**src/logic/tlic_pkg.sv**
```systemverilog
// Constants for the two level interrupt controller.
package tlic_pkg;
  // ==========================================================
  // Register map
  localparam logic [7:0] TLIC_ADDR_MAIN = 8'hA8;
  localparam logic [7:0] TLIC_ADDR_SEC = 8'hA9;
  localparam logic [7:0] TLIC_ADDR_LVL = 8'hB8;
  localparam logic [7:0] TLIC_RST_MAIN = 8'h00;
  localparam logic [7:0] TLIC_RST_SEC = 8'hA0;
  localparam logic [7:0] TLIC_RST_LVL = 8'h00;
  localparam logic [7:0] TLIC_IMPL_MASK = 8'h7F;
  localparam logic [7:0] TLIC_SEC_ONES = 8'h80;
  localparam logic [7:0] TLIC_RD_NONE = 8'h00;
  // ==========================================================
  // Field positions of the main enable register; level select uses bits 6 to 0 only
  localparam int TLIC_GATE_BIT = 7;
  localparam int TLIC_ADC_BIT = 6;
  localparam int TLIC_T2_BIT = 5;
  localparam int TLIC_UART_BIT = 4;
  localparam int TLIC_T1_BIT = 3;
  localparam int TLIC_EXT1_BIT = 2;
  localparam int TLIC_T0_BIT = 1;
  localparam int TLIC_EXT0_BIT = 0;
  // ==========================================================
  // Field positions of the secondary register
  localparam int TLIC_TIC_LVL_BIT = 6;
  localparam int TLIC_PSM_LVL_BIT = 5;
  localparam int TLIC_SER_LVL_BIT = 4;
  localparam int TLIC_TIC_EN_BIT = 2;
  localparam int TLIC_PSM_EN_BIT = 1;
  localparam int TLIC_SER_EN_BIT = 0;
  // ==========================================================
  // Sources in polling order, index 0 is polled first
  localparam int TLIC_NSRC = 11;
  localparam int TLIC_S_PSM = 0;
  localparam int TLIC_S_WDT = 1;
  localparam int TLIC_S_EXT0 = 2;
  localparam int TLIC_S_ADC = 3;
  localparam int TLIC_S_T0 = 4;
  localparam int TLIC_S_EXT1 = 5;
  localparam int TLIC_S_T1 = 6;
  localparam int TLIC_S_SER = 7;
  localparam int TLIC_S_UART = 8;
  localparam int TLIC_S_T2 = 9;
  localparam int TLIC_S_TIC = 10;
  localparam logic [15:0] TLIC_VEC_EXT0 = 16'h0003;
  localparam logic [15:0] TLIC_VEC_T0 = 16'h000B;
  localparam logic [15:0] TLIC_VEC_EXT1 = 16'h0013;
  localparam logic [15:0] TLIC_VEC_T1 = 16'h001B;
  localparam logic [15:0] TLIC_VEC_UART = 16'h0023;
  localparam logic [15:0] TLIC_VEC_T2 = 16'h002B;
  localparam logic [15:0] TLIC_VEC_ADC = 16'h0033;
  localparam logic [15:0] TLIC_VEC_SER = 16'h003B;
  localparam logic [15:0] TLIC_VEC_PSM = 16'h0043;
  localparam logic [15:0] TLIC_VEC_TIC = 16'h0053;
  localparam logic [15:0] TLIC_VEC_WDT = 16'h005B;
  localparam logic [15:0] TLIC_VEC_NONE = 16'h0000;
  localparam logic [TLIC_NSRC*16-1:0] TLIC_VECS = {
    TLIC_VEC_TIC, TLIC_VEC_T2, TLIC_VEC_UART, TLIC_VEC_SER, TLIC_VEC_T1,
    TLIC_VEC_EXT1, TLIC_VEC_T0, TLIC_VEC_ADC, TLIC_VEC_EXT0, TLIC_VEC_WDT,
    TLIC_VEC_PSM};
endpackage

```
**src/logic/tlic_ctrl.sv**
```systemverilog
// Two level interrupt controller with its three registers.
// ==========================================================
`timescale 1ns/1ps
module tlic_ctrl (
  // Clock and reset.
  input wire logic core_clk,
  input wire logic reset_n,
  // Special function register bus.
  input wire logic [7:0] sfr_addr,
  input wire logic sfr_wr,
  input wire logic sfr_rd,
  input wire logic [7:0] sfr_wdata,
  output logic [7:0] sfr_rdata,
  // Request flags.
  input wire logic supply_monitor_request,
  input wire logic watchdog_request,
  input wire logic ext0_request,
  input wire logic adc_primary_ready,
  input wire logic adc_aux_ready,
  input wire logic timer0_overflow,
  input wire logic ext1_request,
  input wire logic timer1_overflow,
  input wire logic spi_request,
  input wire logic twowire_request,
  input wire logic uart_rx_flag,
  input wire logic uart_tx_flag,
  input wire logic timer2_overflow,
  input wire logic timer2_external_flag,
  input wire logic interval_counter_request,
  // Core side.
  input wire logic core_ack,
  input wire logic core_reti,
  output logic irq_push_req,
  output logic [15:0] irq_vector,
  output logic irq_level,
  output logic in_service_high,
  output logic in_service_low
);
  import tlic_pkg::*;

  // ==========================================================
  // Registers
  logic [7:0] main_en_ff;
  logic [7:0] lvl_sel_ff;
  logic [7:0] sec_ff;
  logic [7:0] rdata_ff;
  logic req_ff;
  logic [15:0] vec_ff;
  logic lvl_ff;
  logic hi_ff;
  logic lo_ff;

  wire wr_main = sfr_wr && (sfr_addr == TLIC_ADDR_MAIN);
  wire wr_lvl = sfr_wr && (sfr_addr == TLIC_ADDR_LVL);
  wire wr_sec = sfr_wr && (sfr_addr == TLIC_ADDR_SEC);
  wire [7:0] lvl_view = lvl_sel_ff & TLIC_IMPL_MASK;
  wire [7:0] sec_view = (sec_ff & TLIC_IMPL_MASK) | TLIC_SEC_ONES;
  wire [7:0] nxt_rdata =
    (sfr_addr == TLIC_ADDR_MAIN) ? main_en_ff :
    (sfr_addr == TLIC_ADDR_LVL) ? lvl_view :
    (sfr_addr == TLIC_ADDR_SEC) ? sec_view : TLIC_RD_NONE;

  always_ff @(posedge core_clk or negedge reset_n) begin
    if (!reset_n) begin
      main_en_ff <= TLIC_RST_MAIN;
      lvl_sel_ff <= TLIC_RST_LVL;
      sec_ff <= TLIC_RST_SEC & TLIC_IMPL_MASK;
      rdata_ff <= TLIC_RD_NONE;
    end else begin
      if (wr_main) main_en_ff <= sfr_wdata;
      if (wr_lvl) lvl_sel_ff <= sfr_wdata & TLIC_IMPL_MASK;
      if (wr_sec) sec_ff <= sfr_wdata & TLIC_IMPL_MASK;
      if (sfr_rd) rdata_ff <= nxt_rdata;
    end
  end

  // ==========================================================
  // Per source pending, enable and level, in polling order
  logic [TLIC_NSRC-1:0] pend;
  logic [TLIC_NSRC-1:0] en;
  logic [TLIC_NSRC-1:0] lvl;
  assign pend = {interval_counter_request,
    timer2_overflow | timer2_external_flag, uart_rx_flag | uart_tx_flag,
    spi_request | twowire_request, timer1_overflow, ext1_request,
    timer0_overflow, adc_primary_ready | adc_aux_ready, ext0_request,
    watchdog_request, supply_monitor_request};
  assign en = {sec_ff[TLIC_TIC_EN_BIT], main_en_ff[TLIC_T2_BIT],
    main_en_ff[TLIC_UART_BIT], sec_ff[TLIC_SER_EN_BIT],
    main_en_ff[TLIC_T1_BIT], main_en_ff[TLIC_EXT1_BIT],
    main_en_ff[TLIC_T0_BIT], main_en_ff[TLIC_ADC_BIT],
    main_en_ff[TLIC_EXT0_BIT], 1'b1, sec_ff[TLIC_PSM_EN_BIT]};
  assign lvl = {sec_ff[TLIC_TIC_LVL_BIT], lvl_sel_ff[TLIC_T2_BIT],
    lvl_sel_ff[TLIC_UART_BIT], sec_ff[TLIC_SER_LVL_BIT],
    lvl_sel_ff[TLIC_T1_BIT], lvl_sel_ff[TLIC_EXT1_BIT],
    lvl_sel_ff[TLIC_T0_BIT], lvl_sel_ff[TLIC_ADC_BIT],
    lvl_sel_ff[TLIC_EXT0_BIT], lvl_sel_ff[TLIC_EXT0_BIT],
    sec_ff[TLIC_PSM_LVL_BIT]};

  // ==========================================================
  // Level tracking and arbitration
  wire accept = core_ack && req_ff;
  wire nxt_hi = (accept && lvl_ff) ? 1'b1 :
    (core_reti && hi_ff) ? 1'b0 : hi_ff;
  wire nxt_lo = (accept && !lvl_ff) ? 1'b1 :
    (core_reti && !hi_ff) ? 1'b0 : lo_ff;
  wire [TLIC_NSRC-1:0] live = pend & en &
    {TLIC_NSRC{main_en_ff[TLIC_GATE_BIT]}};
  wire [TLIC_NSRC-1:0] elig_hi = live & lvl & {TLIC_NSRC{!nxt_hi}};
  wire [TLIC_NSRC-1:0] elig_lo = live & ~lvl &
    {TLIC_NSRC{!nxt_hi && !nxt_lo}};
  wire hi_any = |elig_hi;
  wire lo_any = |elig_lo;
  wire [TLIC_NSRC-1:0] pick = hi_any ? elig_hi : elig_lo;
  logic [15:0] nxt_vec;

  always_comb begin
    nxt_vec = TLIC_VEC_NONE;
    for (int i = TLIC_NSRC - 1; i >= 0; i--) begin
      if (pick[i]) begin
        nxt_vec = TLIC_VECS[i*16 +: 16];
      end
    end
  end

  always_ff @(posedge core_clk or negedge reset_n) begin
    if (!reset_n) begin
      req_ff <= 1'b0;
      vec_ff <= TLIC_VEC_NONE;
      lvl_ff <= 1'b0;
      hi_ff <= 1'b0;
      lo_ff <= 1'b0;
    end else begin
      req_ff <= hi_any || lo_any;
      vec_ff <= nxt_vec;
      lvl_ff <= hi_any;
      hi_ff <= nxt_hi;
      lo_ff <= nxt_lo;
    end
  end

  assign sfr_rdata = rdata_ff;
  assign irq_push_req = req_ff;
  assign irq_vector = vec_ff;
  assign irq_level = lvl_ff;
  assign in_service_high = hi_ff;
  assign in_service_low = lo_ff;
endmodule

```
**config.mk**
```make
export PLATFORM = sky130hd
export DESIGN_NAME = tlic_ctrl
export DESIGN_NICKNAME = d
export VERILOG_FILES = /design/src/logic/tlic_pkg.sv /design/src/logic/tlic_ctrl.sv
export SDC_FILE = /design/constraint.sdc
export NUM_CORES = 1
export LEC_CHECK = 0
export BUFFER_PORTS_ARGS = -buffer_cell sky130_fd_sc_hd__buf_2
export CORE_ASPECT_RATIO = 1.4
export CORE_MARGIN = 4
export CORE_UTILIZATION = 30
export CTS_BUF_LIST = sky130_fd_sc_hd__clkbuf_2 sky130_fd_sc_hd__clkbuf_4 sky130_fd_sc_hd__clkbuf_8
export DETAILED_ROUTE_END_ITERATION = 10
export GPL_ROUTABILITY_DRIVEN = 0
export PLACE_DENSITY = 0.56
export RECOVER_POWER = 50
export SETUP_SLACK_MARGIN = 0.05
export SYNTH_ARGS = -nofsm -noshare
export SYNTH_HDL_FRONTEND = slang
export SYNTH_SLANG_ARGS = --single-unit
```
**constraint.sdc**
```tcl
create_clock -name core_clk -period 2.4 [get_ports core_clk]
set_clock_uncertainty 0.2 [all_clocks]
set_input_delay 0.48 -clock core_clk [delete_from_list [all_inputs] [get_ports core_clk]]
set_output_delay 0.48 -clock core_clk [all_outputs]
set_load 0.005 [all_outputs]
```
After elaboration in Yosys (flattened, before gate mapping)
Index checks and enable logic that the tools add are counted.
{"block": "totals", "wordCells": 58, "ff_bits": 50, "output_inout_bits": 28}
{"block": "classes", "bitwise_logic": 11, "muxes": 19, "n_reduce_logical": 16, "n_eq_ne": 3}
{"cell": "$mux 16", "count": 7}
{"cell": "$and 11x11->11", "count": 6}
{"cell": "$mux 7", "count": 4}
{"cell": "$eq 8x8->1 const B", "count": 3}
{"cell": "$mux 8", "count": 3}
{"cell": "$reduce_or 11->1", "count": 2}
{"cell": "$mux 11", "count": 1}
{"cell": "$not 11->11", "count": 1}
{"cell": "$logic_and 1x1->1", "count": 9}
{"cell": "$logic_not 1->1", "count": 4}
{"cell": "$mux 1", "count": 4}
{"cell": "$or 1x1->1", "count": 4}
{"cell": "$logic_or 1x1->1", "count": 1}

Depth between registers and ports, before layout
Gate-level depths: netlist of run 1.
{"block": "depth", "ltp_word": 19, "ltp_mapped": 8, "mapped_depth_nobuf": 7}

Least setup slack after synthesis of run 1
OpenSTA, ideal clock, no wires.
{"block": "synth_path", "path_kind": "in2reg", "startpoint": "in uart_tx_flag", "endpoint": "reg vec_ff[5] (netlist: irq_vector[5])", "path_slack_ns": -0.159, "path_buffers": 1, "arrival_time_ns": 2.294, "path_stages": 7, "setup_ns": 0.065, "path_cell_list": "o2111a_1 -> or2_1 -> or4_1 -> buf_2 -> or4_4 -> o21ai_2 -> o211a_1"}
{"block": "synth_between", "elab_chain_cells": 17, "elab_cells_between_ends": 19, "classes_between": "11 x mux; 7 x bitwise; 1 x reduce/logical"}
{"item": "from (decl)", "line": "tlic_ctrl.sv:26", "source": "input wire logic uart_tx_flag,"}
{"item": "$or 1x1->1 *", "line": "tlic_ctrl.sv:83", "source": "timer2_overflow | timer2_external_flag, uart_rx_flag | uart_tx_flag,"}
{"item": "$and 11x11->11 * (2 in a row)", "line": "tlic_ctrl.sv:106", "source": "wire [TLIC_NSRC-1:0] live = pend & en &"}
{"item": "$and 11x11->11 (2 in a row)", "line": "tlic_ctrl.sv:108", "source": "wire [TLIC_NSRC-1:0] elig_hi = live & lvl & {TLIC_NSRC{!nxt_hi}};"}
{"item": "$reduce_or 11->1", "line": "tlic_ctrl.sv:111", "source": "wire hi_any = |elig_hi;"}
{"item": "$mux 11 *", "line": "tlic_ctrl.sv:113", "source": "wire [TLIC_NSRC-1:0] pick = hi_any ? elig_hi : elig_lo;"}
{"item": "$mux 7 (3 in a row)", "line": "tlic_ctrl.sv:119", "source": "if (pick[i]) begin"}
{"item": "$mux 16 (6 in a row)", "line": "tlic_ctrl.sv:119"}
{"item": "$mux 16 *", "line": "tlic_ctrl.sv:119"}
{"item": "via nxt_vec[5]", "line": "tlic_ctrl.sv:114", "source": "logic [15:0] nxt_vec;"}
{"item": "to (signal assigned)", "line": "tlic_ctrl.sv:134", "source": "vec_ff <= nxt_vec;"}
{"item": "to (decl)", "line": "tlic_ctrl.sv:48", "source": "logic [15:0] vec_ff;"}
The timed path passes the listed nets; every way through them passes the cells marked *.
A chain may end at the register's enable or synchronous reset.

Worst setup path in the final report of run 1
{"block": "layout_path", "startpoint": "reg main_en_ff[7]", "endpoint": "reg vec_ff[4] (netlist: irq_vector[4])"}
{"block": "layout_between", "elab_chain_cells": 16, "elab_cells_between_ends": 18, "classes_between": "12 x mux; 5 x bitwise; 1 x reduce/logical"}
{"item": "from (decl)", "line": "tlic_ctrl.sv:43", "source": "logic [7:0] main_en_ff;"}
{"item": "from (signal assigned)", "line": "tlic_ctrl.sv:70", "source": "if (wr_main) main_en_ff <= sfr_wdata;"}
{"item": "$and 11x11->11 *", "line": "tlic_ctrl.sv:106"}
{"item": "$and 11x11->11 (2 in a row)", "line": "tlic_ctrl.sv:108"}
{"item": "$reduce_or 11->1", "line": "tlic_ctrl.sv:111"}
{"item": "$mux 11 *", "line": "tlic_ctrl.sv:113"}
{"item": "$mux 7 (4 in a row)", "line": "tlic_ctrl.sv:119"}
{"item": "$mux 16 (6 in a row)", "line": "tlic_ctrl.sv:119"}
{"item": "$mux 16 *", "line": "tlic_ctrl.sv:119"}
{"item": "via nxt_vec[4]", "line": "tlic_ctrl.sv:114"}
Marks and branches as above.

==> results of run 1 <==
-- registers in the layout, indices dropped and copies added (netlist names) --
signal           flops
sec_ff               7
in_service_high      1
sfr_rdata            8
lvl_sel_ff           7
irq_push_req         1
irq_level            1
main_en_ff           8
in_service_low       1
irq_vector           5
-- critical path, cell delays in order (launching register included) --
cell and delay [ns]:
sky130_fd_sc_hd__dfrtp_2 0.45, sky130_fd_sc_hd__buf_4 0.15, sky130_fd_sc_hd__o2111a_1 0.13, sky130_fd_sc_hd__or2_4 0.27, sky130_fd_sc_hd__or4_4 0.43, sky130_fd_sc_hd__buf_6 0.15, sky130_fd_sc_hd__o31ai_2 0.30, sky130_fd_sc_hd__or3_1 0.17
sky130_fd_sc_hd__a221o_1 0.12
-- how the worst max path moves through the flow --
stage | slack [ns] | startpoint | cells after the start | endpoint
after floorplan | -0.06 | timer2_external_flag | 7 | irq_vector[4]
after global placement | -0.16 | timer2_external_flag | 8 | irq_vector[4]
after detailed placement | -0.22 | timer2_external_flag | 8 | irq_vector[3]
after CTS | 0.005 | main_en_ff[7] | 7 | irq_vector[4]
after global routing | -0.1 | main_en_ff[7] | 7 | irq_vector[5]
final | -0.02 | main_en_ff[7] | 8 | irq_vector[4]
-- cell type report --
| class | instances | share of cell area [%] |
|---|---|---|
| clock buffer | 5 | 2.17 |
| inverter | 10 | 1.18 |
| timing repair buffer | 107 | 22.0 |
| tap | 97 | 3.82 |
| sequential | 39 | 30.8 |
| multi-input combinational | 173 | 39.4 |
| clock inverter | 3 | 0.630 |
-- power breakdown --
part	internal (W)	switching (W)	total, W
sequential	0.000680	0.0000180	0.000698
combinational	0.0000901	0.0000979	0.000188
clock	0.000202	0.000258	0.000460
-- metal layers --
layer  track usage [%]  vias up  share of wire (%)
li1                  -     1076                  -
met1              18.7     1060                 41
met2              27.8       73                 53
met3              3.56       11                5.0
met4              5.10        0                1.7
met5                 0        -                  0
-- metrics by stage --
stage	total power, W	cells	utilization, %	hold WS [ns]
2_1_floorplan	0.000792	245	-	-0.0156
3_3_place_gp	0.000881	415	39.7	0.289
3_5_place_dp	0.000884	415	39.7	0.297
4_1_cts	0.00135	428	41.8	0.0499
5_1_grt	0.00141	434	42.9	0.213
6_report	0.00135	434	42.9	0.223
-- cell families (layout without fill, tap and decap cells) --
logic type | count (synthesis) | in the layout
other | 1 | 10
multiplexers | 29 | 29
buffers and inverters | 33 | 125
AO/OA/AOI/OAI | 65 | 65
flip-flops | 39 | 39
AND/OR/NAND/NOR | 69 | 69
-- what timing repair did --
item,CTS,global route
endpoints found under the hold margin,0,0
resized for setup,7,8
setup buffers,5,4
cloned,0,2
endpoints found under the setup margin,4,6
pin swaps,3,3
-- placed cells by master (no fill, tap or decap), drive strengths merged, types with 5 or more instances in the layout --
master,instances
nand2,11
conb,10
inv,9
clkbuf,8
nand3,10
o22ai,15
dfrtp,38
o211ai,8
a21oi,11
mux2,22
buf,104
mux2i,7
nor2b,5
nor2,15
nand4,7
==> impl_metrics.ini, run 1 <==
[floorplan]
fp.dieW_um = 82.1
core_area_mm2 = 0.00741
die-height_um = 112
num_rows = 37
boundaryPins = 65
floorplan.initialDensity_pct = 31.1
die_area_mm2 = 0.00917

[power]
lkg_pwr_nw = 1.59
cellPowerDensity_mw_per_mm2 = 424
peak_supply_drop_mv = 0.291

[global_routing]
antenna_violations_before_repair = 0
grt_start_max_net_pins = 40
globalRoute.totalOverflow = 0
total_track_usage_pct = 15.9
grt_pass1_vias = 2258
grt_first_pass_wirelength_um = 11300

[place]
place_area_mm2 = 0.00294
place_worst_setup_slack_ns = -0.217
hpwl_um = 5410
port_buffers = 54

[drt]
vias_per_cell = 5.12
first_iter_violations = 93
num_vias = 2220
antenna_violating_nets_post_route = 0
post_drt_wl_per_cell_um = 16.3
post-route-drc-count = 0
dr.pass1.iters = 4
totalWireLength_um = 7060

[layout]
flow.area_growth_from_synthesis_pct = 37.8
multi_input_comb_area_mm2 = 0.00125
antenna-diode-count = 0
final_nets = 373
final_cell_area_mm2 = 0.00318
layout.area.seq_um2 = 978
fillCellCount = 746
post_route_cells_drive_above_1_share_pct = 44.2

[synthesis]
synth_seq_cells = 39
synth_adder_area_share_pct = 0
mean_instance_size_in_the_synthesized_netlist_um2 = 9.77
synthDominantCellAreaShare_pct = 41.2
synth_most_common_cell = sky130_fd_sc_hd__dfrtp_1
synth.largest_area_cell = sky130_fd_sc_hd__dfrtp_1
top_flip_flop_cell_by_instance_count_after_synthesis = sky130_fd_sc_hd__dfrtp_1
synth_xor_xnor_area_share_pct = 0
synth_edf_count = 0
synth-seq-area-share_pct = 42.4
post_synthesis_cell_count = 236
synth_top_family_by_area = compound AO/OA/AOI/OAI gates
yosysWarningCount = 0
synth_compound_gate_area_share_pct = 20.2
synth_async_sr_flop_share_pct = 100
synthTopCellsByCount = 38 x sky130_fd_sc_hd__dfrtp_1, 22 x sky130_fd_sc_hd__mux2_2, 15 x sky130_fd_sc_hd__nor2_1, 15 x sky130_fd_sc_hd__o22ai_1
syn_std_cell_area_mm2 = 0.00231
post_synth_and_or_nand_nor_area_fraction_pct = 16.2
synth.distinct_cells = 51
yosys-top-cells-area = sky130_fd_sc_hd__dfrtp_1 41%, sky130_fd_sc_hd__mux2_2 11%, sky130_fd_sc_hd__o22ai_1 4.1%, sky130_fd_sc_hd__buf_4 3.6%, sky130_fd_sc_hd__mux2i_1 3.0%
synth.mux.area_fraction_pct = 13.8

[worst_setup_path]
r2r_end = irq_vector[4]
worstReg2RegStart = main_en_ff[7]
criticalPathCategory = reg -> reg
worst-endpoint-arrival_ns = 2.47
worst-r2r-setup-slack_ns = -0.02
crit_fanout = 5
ff2ff_path_depth = 8
critical_path_required_ns = 2.44
setup.worst_path.start_class = flip-flop
end_kind = flip-flop

[clock_network]
cts.sink_count = 39
cts_buffers = 5
cts.clk_slew.worst_paths_ns = 0.08
cts.hold.buffers_added = 0
ctsHtreeMaxLevel = 2
insertion_delay_ns = 0.30
tritoncts = yes
cts_root_buffer = sky130_fd_sc_hd__clkbuf_8
clk_buf_depth = 2

[worst_hold_path]
worst_hold_path_type = in -> async

[timing]
tightest_slew_ns = 1.02
grt_setup_unrepaired = true
fmaxAchievable_ghz = 0.412
timing.setup.tns_ns = -0.0485
postLayoutSetupSlackWorst_ns = -0.0248
post-route-min-period_ns = 2.42
final_worst_path_period_share_pct = 101
hold_viol = 0
final-setup-viol-count = 3
timing.slew.headroom_pct = 32.3
final_max_slew_viol_count = 0

[run_status]
run_status = complete, but fails checks
violations_in_the_final_reports = negative setup slack

[flow_run]
max-cap-violations = 0
No activity file was read; power rests on OpenSTA's default activity.
==> run 2: changes to the inputs <==
--- a/config.mk
+++ b/config.mk
@@ -11,3 +11,3 @@
 export CORE_UTILIZATION = 30
-export CTS_BUF_LIST = sky130_fd_sc_hd__clkbuf_2 sky130_fd_sc_hd__clkbuf_4 sky130_fd_sc_hd__clkbuf_8
+export CTS_BUF_LIST = sky130_fd_sc_hd__clkbuf_4 sky130_fd_sc_hd__clkbuf_8
 export DETAILED_ROUTE_END_ITERATION = 10
==> constraint.sdc (replaced) <==
create_clock -name core_clk -period 2.4 [get_ports core_clk]
set_clock_uncertainty 0.2 [all_clocks]
set_input_delay 0.12 -clock core_clk [delete_from_list [all_inputs] [get_ports core_clk]]
set_output_delay 0.12 -clock core_clk [all_outputs]
set_load 0.005 [all_outputs]
==> run 2 against run 1 <==
Net effect:
- the flow now finishes without violations
- sequential cell count did not move
- total power rose by 7.1%
- critical path depth down 1
- critical endpoint is now irq_vector[5]
- cell count is 0.69% higher
- highest routed layer unchanged
- global-route usage down 0.35 points
- largest cell class unchanged
- maximum frequency increased by 2.8%
==> impl_metrics.ini, run 2 (same netlist as run 1, synthesis figures left out) <==
[floorplan]
die_area_mm2 = 0.00917
die-height_um = 112
core_area_mm2 = 0.00741
floorplan.initialDensity_pct = 31.1
num_rows = 37
boundaryPins = 65
fp.dieW_um = 82.1

[layout]
final_nets = 377
antenna-diode-count = 0
multi_input_comb_area_mm2 = 0.00122
fillCellCount = 779
post_route_cells_drive_above_1_share_pct = 35.3
layout.cells.most_common_list = 42 x sky130_fd_sc_hd__buf_2, 39 x sky130_fd_sc_hd__buf_4, 37 x sky130_fd_sc_hd__dfrtp_1, 22 x sky130_fd_sc_hd__mux2_2, 17 x sky130_fd_sc_hd__clkbuf_1
layout_commonest_cell = sky130_fd_sc_hd__buf_2
final_cell_area_mm2 = 0.00317
layout.area.seq_um2 = 978
flow.area_growth_from_synthesis_pct = 37.3

[worst_setup_path]
crit_fanout = 12
end_kind = flip-flop
critical_path.max_stage_delay_ns = 0.56
critical_path_required_ns = 2.44
worst-endpoint-arrival_ns = 2.39
critical_path.slowest_cell = sky130_fd_sc_hd__or4_4
cp_cell_sequence = buf_12, nand4_1, nand3_1, or4_4, or4_4, o21ai_2, o211a_1
setup.worst_path.start_class = flip-flop
path_delay_family = simple AND/OR/NAND/NOR gates
cp_num_buf_inv = 1
criticalPathCategory = reg -> reg
cp_common_cell = sky130_fd_sc_hd__or4_4

[power]
cell_internal_pwr_w = 0.00108
switching_share_pct = 25.3
peak_supply_drop_mv = 0.349
power_switching_w = 0.000365
power.clock.fraction_pct = 38.5
lkg_pwr_nw = 1.53
totalPowerFinal_w = 0.00144
cellPowerDensity_mw_per_mm2 = 455
comb_power_share_pct = 13.3
power.share.sequential_pct = 48.2

[clock_network]
cts_root_buffer = sky130_fd_sc_hd__clkbuf_8
ctsHtreeMaxLevel = 2
insertion_delay_ns = 0.29
cts.clk_slew.worst_paths_ns = 0.09
tritoncts = yes
cts_buffers = 5
cts.sink_count = 39
clk_buf_depth = 2

[drt]
dr.max_layer_used = met4
dr.pass1.iters = 4
num_vias = 2282
routed-wl-met2_um = 3620
vias_per_cell = 5.22
totalWireLength_um = 6890
routedLengthMet1_um = 2700
post_drt_wl_per_cell_um = 15.8
met3_length_um = 380
first_iter_violations = 101
post-route-drc-count = 0
antenna_violating_nets_post_route = 0

[timing]
final-setup-viol-count = 0
final_worst_path_period_share_pct = 98.2
grt_setup_unrepaired = true
post-route-min-period_ns = 2.36
fmaxAchievable_ghz = 0.424
timing.setup.tns_ns = 0
hold_viol = 0
tightest_slew_ns = 0.954
timing.slew.headroom_pct = 36.4
final_max_slew_viol_count = 0
postLayoutSetupSlackWorst_ns = 0.0423

[global_routing]
grt_start_max_net_pins = 40
globalRoute.totalOverflow = 0
grt_pass1_vias = 2297
antenna_violations_before_repair = 0
grt_first_pass_wirelength_um = 11000
total_track_usage_pct = 15.6

[place]
hpwl_um = 5500
place_area_mm2 = 0.00293
place_worst_setup_slack_ns = -0.0494
port_buffers = 54

[run_status]
run_status = finished, final reports clean

[worst_hold_path]
worst_hold_path_type = in -> reg

[flow_run]
max-cap-violations = 0
[run 2: cell count changes in the layout (fill, tap and decap cells not counted), moves of 2 or more]
cell and delta:
sky130_fd_sc_hd__buf_2 -12, sky130_fd_sc_hd__clkbuf_1 +16, sky130_fd_sc_hd__buf_6 -2, sky130_fd_sc_hd__dlygate4sd3_1 +11, sky130_fd_sc_hd__buf_4 -8
[run 2: worst paths after layout]
check | startpoint | end | slack, ns | depth (start not counted)
max in group asynchronous | reset_n | main_en_ff[7] | 1.04 | 2
max reg2reg | main_en_ff[7] | irq_vector[5] | 0.04 | 7
max | main_en_ff[7] | irq_vector[5] | 0.04 | 7
min in group asynchronous | reset_n | irq_vector[4] | 0.31 | 2
min reg2reg | sec_ff[3] | sec_ff[3] | 0.32 | 1
min | core_reti | in_service_low | 0.06 | 3
[run 2: layout make-up]
class | count | area share [%]
Clock buffer | 5 | 2.17
Clock inverter | 2 | 1.19
Inverter | 10 | 1.19
Multi-Input combinational cell | 173 | 38.6
Sequential cell | 39 | 30.9
Tap cell | 97 | 3.83
Timing Repair Buffer | 111 | 22.2
[run 2: power by group through the flow]
stage | combinational [W] | clock [W] | sequential [W]
after floorplan | 0.0000810 | 0 | 0.000711
after global placement | 0.000179 | 0 | 0.000709
after detailed placement | 0.000180 | 0 | 0.000709
after CTS | 0.000196 | 0.000566 | 0.000696
after global routing | 0.000213 | 0.000596 | 0.000699
final | 0.000192 | 0.000554 | 0.000695
[run 2: worst min-delay path: stages]
cell                      delay, ns
sky130_fd_sc_hd__buf_2         0.11
sky130_fd_sc_hd__nor2b_1       0.14
sky130_fd_sc_hd__o22ai_1       0.12
[run 2: stage by stage]
stage	instances	hold WS, ns	utilization (%)
after detailed placement	414	0.0934	39.5
after global placement	414	0.0854	39.5
after floorplan	245	-0.376	-
final	437	0.0554	42.8
after global routing	437	0.0849	42.8
after CTS	434	0.0508	42.7
[run 2: per-layer routing]
layer | vias up | global-route usage, %
li1 | 1086 | -
met1 | 1103 | 18.1
met2 | 81 | 27.1
met3 | 12 | 2.91
met4 | 0 | 6.43
met5 | - | 0
[run 2: repair_timing]
action | in CTS | in global routing
pin swaps | 3 | 5
setup endpoints to repair | 6 | 6
buffers inserted | 2 | 3
hold buffers | 11 | 0
gates resized for setup | 1 | 6
hold endpoints to repair | 69 | 0
==> run 3: changes to the inputs <==
GPL_ROUTABILITY_DRIVEN = default   (was 0)
SETUP_SLACK_MARGIN = default   (was 0.05)
==> run 3 against run 2 <==
Net effect:
- worst hold slack worse by 0.0079 ns
- die area unchanged
- core utilization up 0.47 points
- worst setup slack worse by 0.073 ns
- maximum frequency down 3.0%
- cell count down 0.23%
- non-clock buffer count down 2
- the run now ends with negative setup slack left
- final area up 1.1%
- sequential power about the same
==> impl_metrics.ini, run 3 (same netlist as run 1, synthesis figures left out) <==
[drt]
vias_per_cell = 5.22
post-route-drc-count = 0
totalWireLength_um = 7050
first_iter_violations = 126
post_drt_wl_per_cell_um = 16.2
dr.pass1.iters = 4
num_vias = 2278
antenna_violating_nets_post_route = 0

[worst_setup_path]
r2r_end = irq_vector[4]
critical_path_required_ns = 2.38
end_kind = flip-flop
worstReg2RegStart = main_en_ff[7]
criticalPathCategory = reg -> reg
crit_fanout = 7
setup.worst_path.start_class = flip-flop
ff2ff_path_depth = 10
worst-endpoint-arrival_ns = 2.41
worst-r2r-setup-slack_ns = -0.03

[clock_network]
cts.sink_count = 39
cts_buffers = 5
insertion_delay_ns = 0.29
clk_buf_depth = 2
cts_root_buffer = sky130_fd_sc_hd__clkbuf_8
tritoncts = yes
ctsHtreeMaxLevel = 2
cts.clk_slew.worst_paths_ns = 0.08

[floorplan]
num_rows = 37
boundaryPins = 65
die_area_mm2 = 0.00917
core_area_mm2 = 0.00741
die-height_um = 112
fp.dieW_um = 82.1
floorplan.initialDensity_pct = 31.1

[power]
peak_supply_drop_mv = 0.322
lkg_pwr_nw = 1.58
power.share.sequential_pct = 48.2
comb_power_share_pct = 13.0
switching_share_pct = 24.4
power.clock.fraction_pct = 38.8
cellPowerDensity_mw_per_mm2 = 451
totalPowerFinal_w = 0.00144
cell_internal_pwr_w = 0.00109
power_switching_w = 0.000352

[global_routing]
grt_start_max_net_pins = 40
antenna_violations_before_repair = 0
grt_pass1_vias = 2315
grt_first_pass_wirelength_um = 11400
total_track_usage_pct = 16.1
globalRoute.totalOverflow = 0

[timing]
post-route-min-period_ns = 2.43
final_worst_path_period_share_pct = 101
timing.slew.headroom_pct = 35.4
tightest_slew_ns = 0.969
timing.setup.tns_ns = -0.0595
hold_viol = 0
postLayoutSetupSlackWorst_ns = -0.0305
hold_slack_ns = 0.0475
final-setup-viol-count = 2
grt_setup_unrepaired = true
final_max_slew_viol_count = 0
fmaxAchievable_ghz = 0.411

[layout]
antenna-diode-count = 0
flow.area_growth_from_synthesis_pct = 38.8
final_nets = 375
layout_commonest_cell = sky130_fd_sc_hd__buf_2
post_route_cells_drive_above_1_share_pct = 38.9
layout.cells.most_common_list = 48 x sky130_fd_sc_hd__buf_2, 37 x sky130_fd_sc_hd__dfrtp_1, 37 x sky130_fd_sc_hd__buf_4, 22 x sky130_fd_sc_hd__mux2_2

[worst_hold_path]
worst_hold_path_type = in -> reg
hold_path_startpoint = core_reti
worst_case_hold_path_end_point = in_service_low
worstHoldPathCells = 3

[place]
hpwl_um = 5340
place_worst_setup_slack_ns = -0.0834
gpl.final_weighted_congestion = 0.833
port_buffers = 54

[flow_run]
max-cap-violations = 0

[run_status]
violations_in_the_final_reports = negative setup slack
run_status = complete, but fails checks
run 3: worst max-delay path by stage:
stage / startpoint / endpoint / slack, ns
2_1_floorplan: lvl_sel_ff[4] / irq_vector[5] / 0.01
3_3_place_gp: main_en_ff[7] / irq_vector[5] / -0.04
3_5_place_dp: main_en_ff[7] / irq_vector[5] / -0.08
4_1_cts: main_en_ff[7] / irq_vector[4] / -0.02
5_1_grt: main_en_ff[7] / irq_vector[4] / -0.16
6_report: main_en_ff[7] / irq_vector[4] / -0.03
run 3: final cells by class:
class | instances | area (µm²)
Clock buffer | 6 | 76.3
Clock inverter | 2 | 37.5
Fill cell | 752 | 4210
Inverter | 10 | 37.5
Multi-Input combinational cell | 173 | 1260
Sequential cell | 39 | 978
Tap cell | 97 | 121
Timing Repair Buffer | 109 | 693
run 3: worst max-delay path, cell delays in order, from the launching register on:
cell                      delay (ns)
sky130_fd_sc_hd__dfrtp_2        0.45
sky130_fd_sc_hd__buf_6          0.14
sky130_fd_sc_hd__buf_4          0.15
sky130_fd_sc_hd__nand4_1        0.09
sky130_fd_sc_hd__nand3_2        0.09
sky130_fd_sc_hd__buf_4          0.16
sky130_fd_sc_hd__nor4_4         0.27
sky130_fd_sc_hd__buf_4          0.20
sky130_fd_sc_hd__a31oi_1        0.10
sky130_fd_sc_hd__and3b_1        0.22
sky130_fd_sc_hd__a221o_1        0.25
run 3: layer usage:
layer	vias up	global-route usage [%]	share of wire, %
met5	-	0	0
met4	0	6.98	3.8
met3	18	2.91	5.4
met2	86	27.5	52
met1	1090	19.2	39
li1	1084	-	-
run 3: power by group through the flow:
stage / registers, W / clock network (W) / logic (W)
after floorplan: 0.000711 / 0 / 0.0000798
after global placement: 0.000709 / 0 / 0.000168
after detailed placement: 0.000710 / 0 / 0.000169
after CTS: 0.000697 / 0.000579 / 0.000189
after global routing: 0.000700 / 0.000612 / 0.000211
final: 0.000697 / 0.000561 / 0.000187
run 3: through the flow:
| step | cell area, µm² | util (%) | instances |
|---|---|---|---|
| global placement | 2860 | 38.6 | 408 |
| CTS | 3140 | 42.4 | 433 |
| global route | 3200 | 43.2 | 436 |
| detailed placement | 2860 | 38.6 | 408 |
| floorplan | 2340 | - | 245 |
| finish | 3200 | 43.2 | 436 |
run 3: repair_timing:
item                                    CTS  global route
hold endpoints to repair                 69             0
resized for setup                         4            14
gates cloned                              0             1
buffers inserted                          6             2
pin swaps                                 5             2
endpoints found under the setup margin    4             6
hold buffers                             11             0
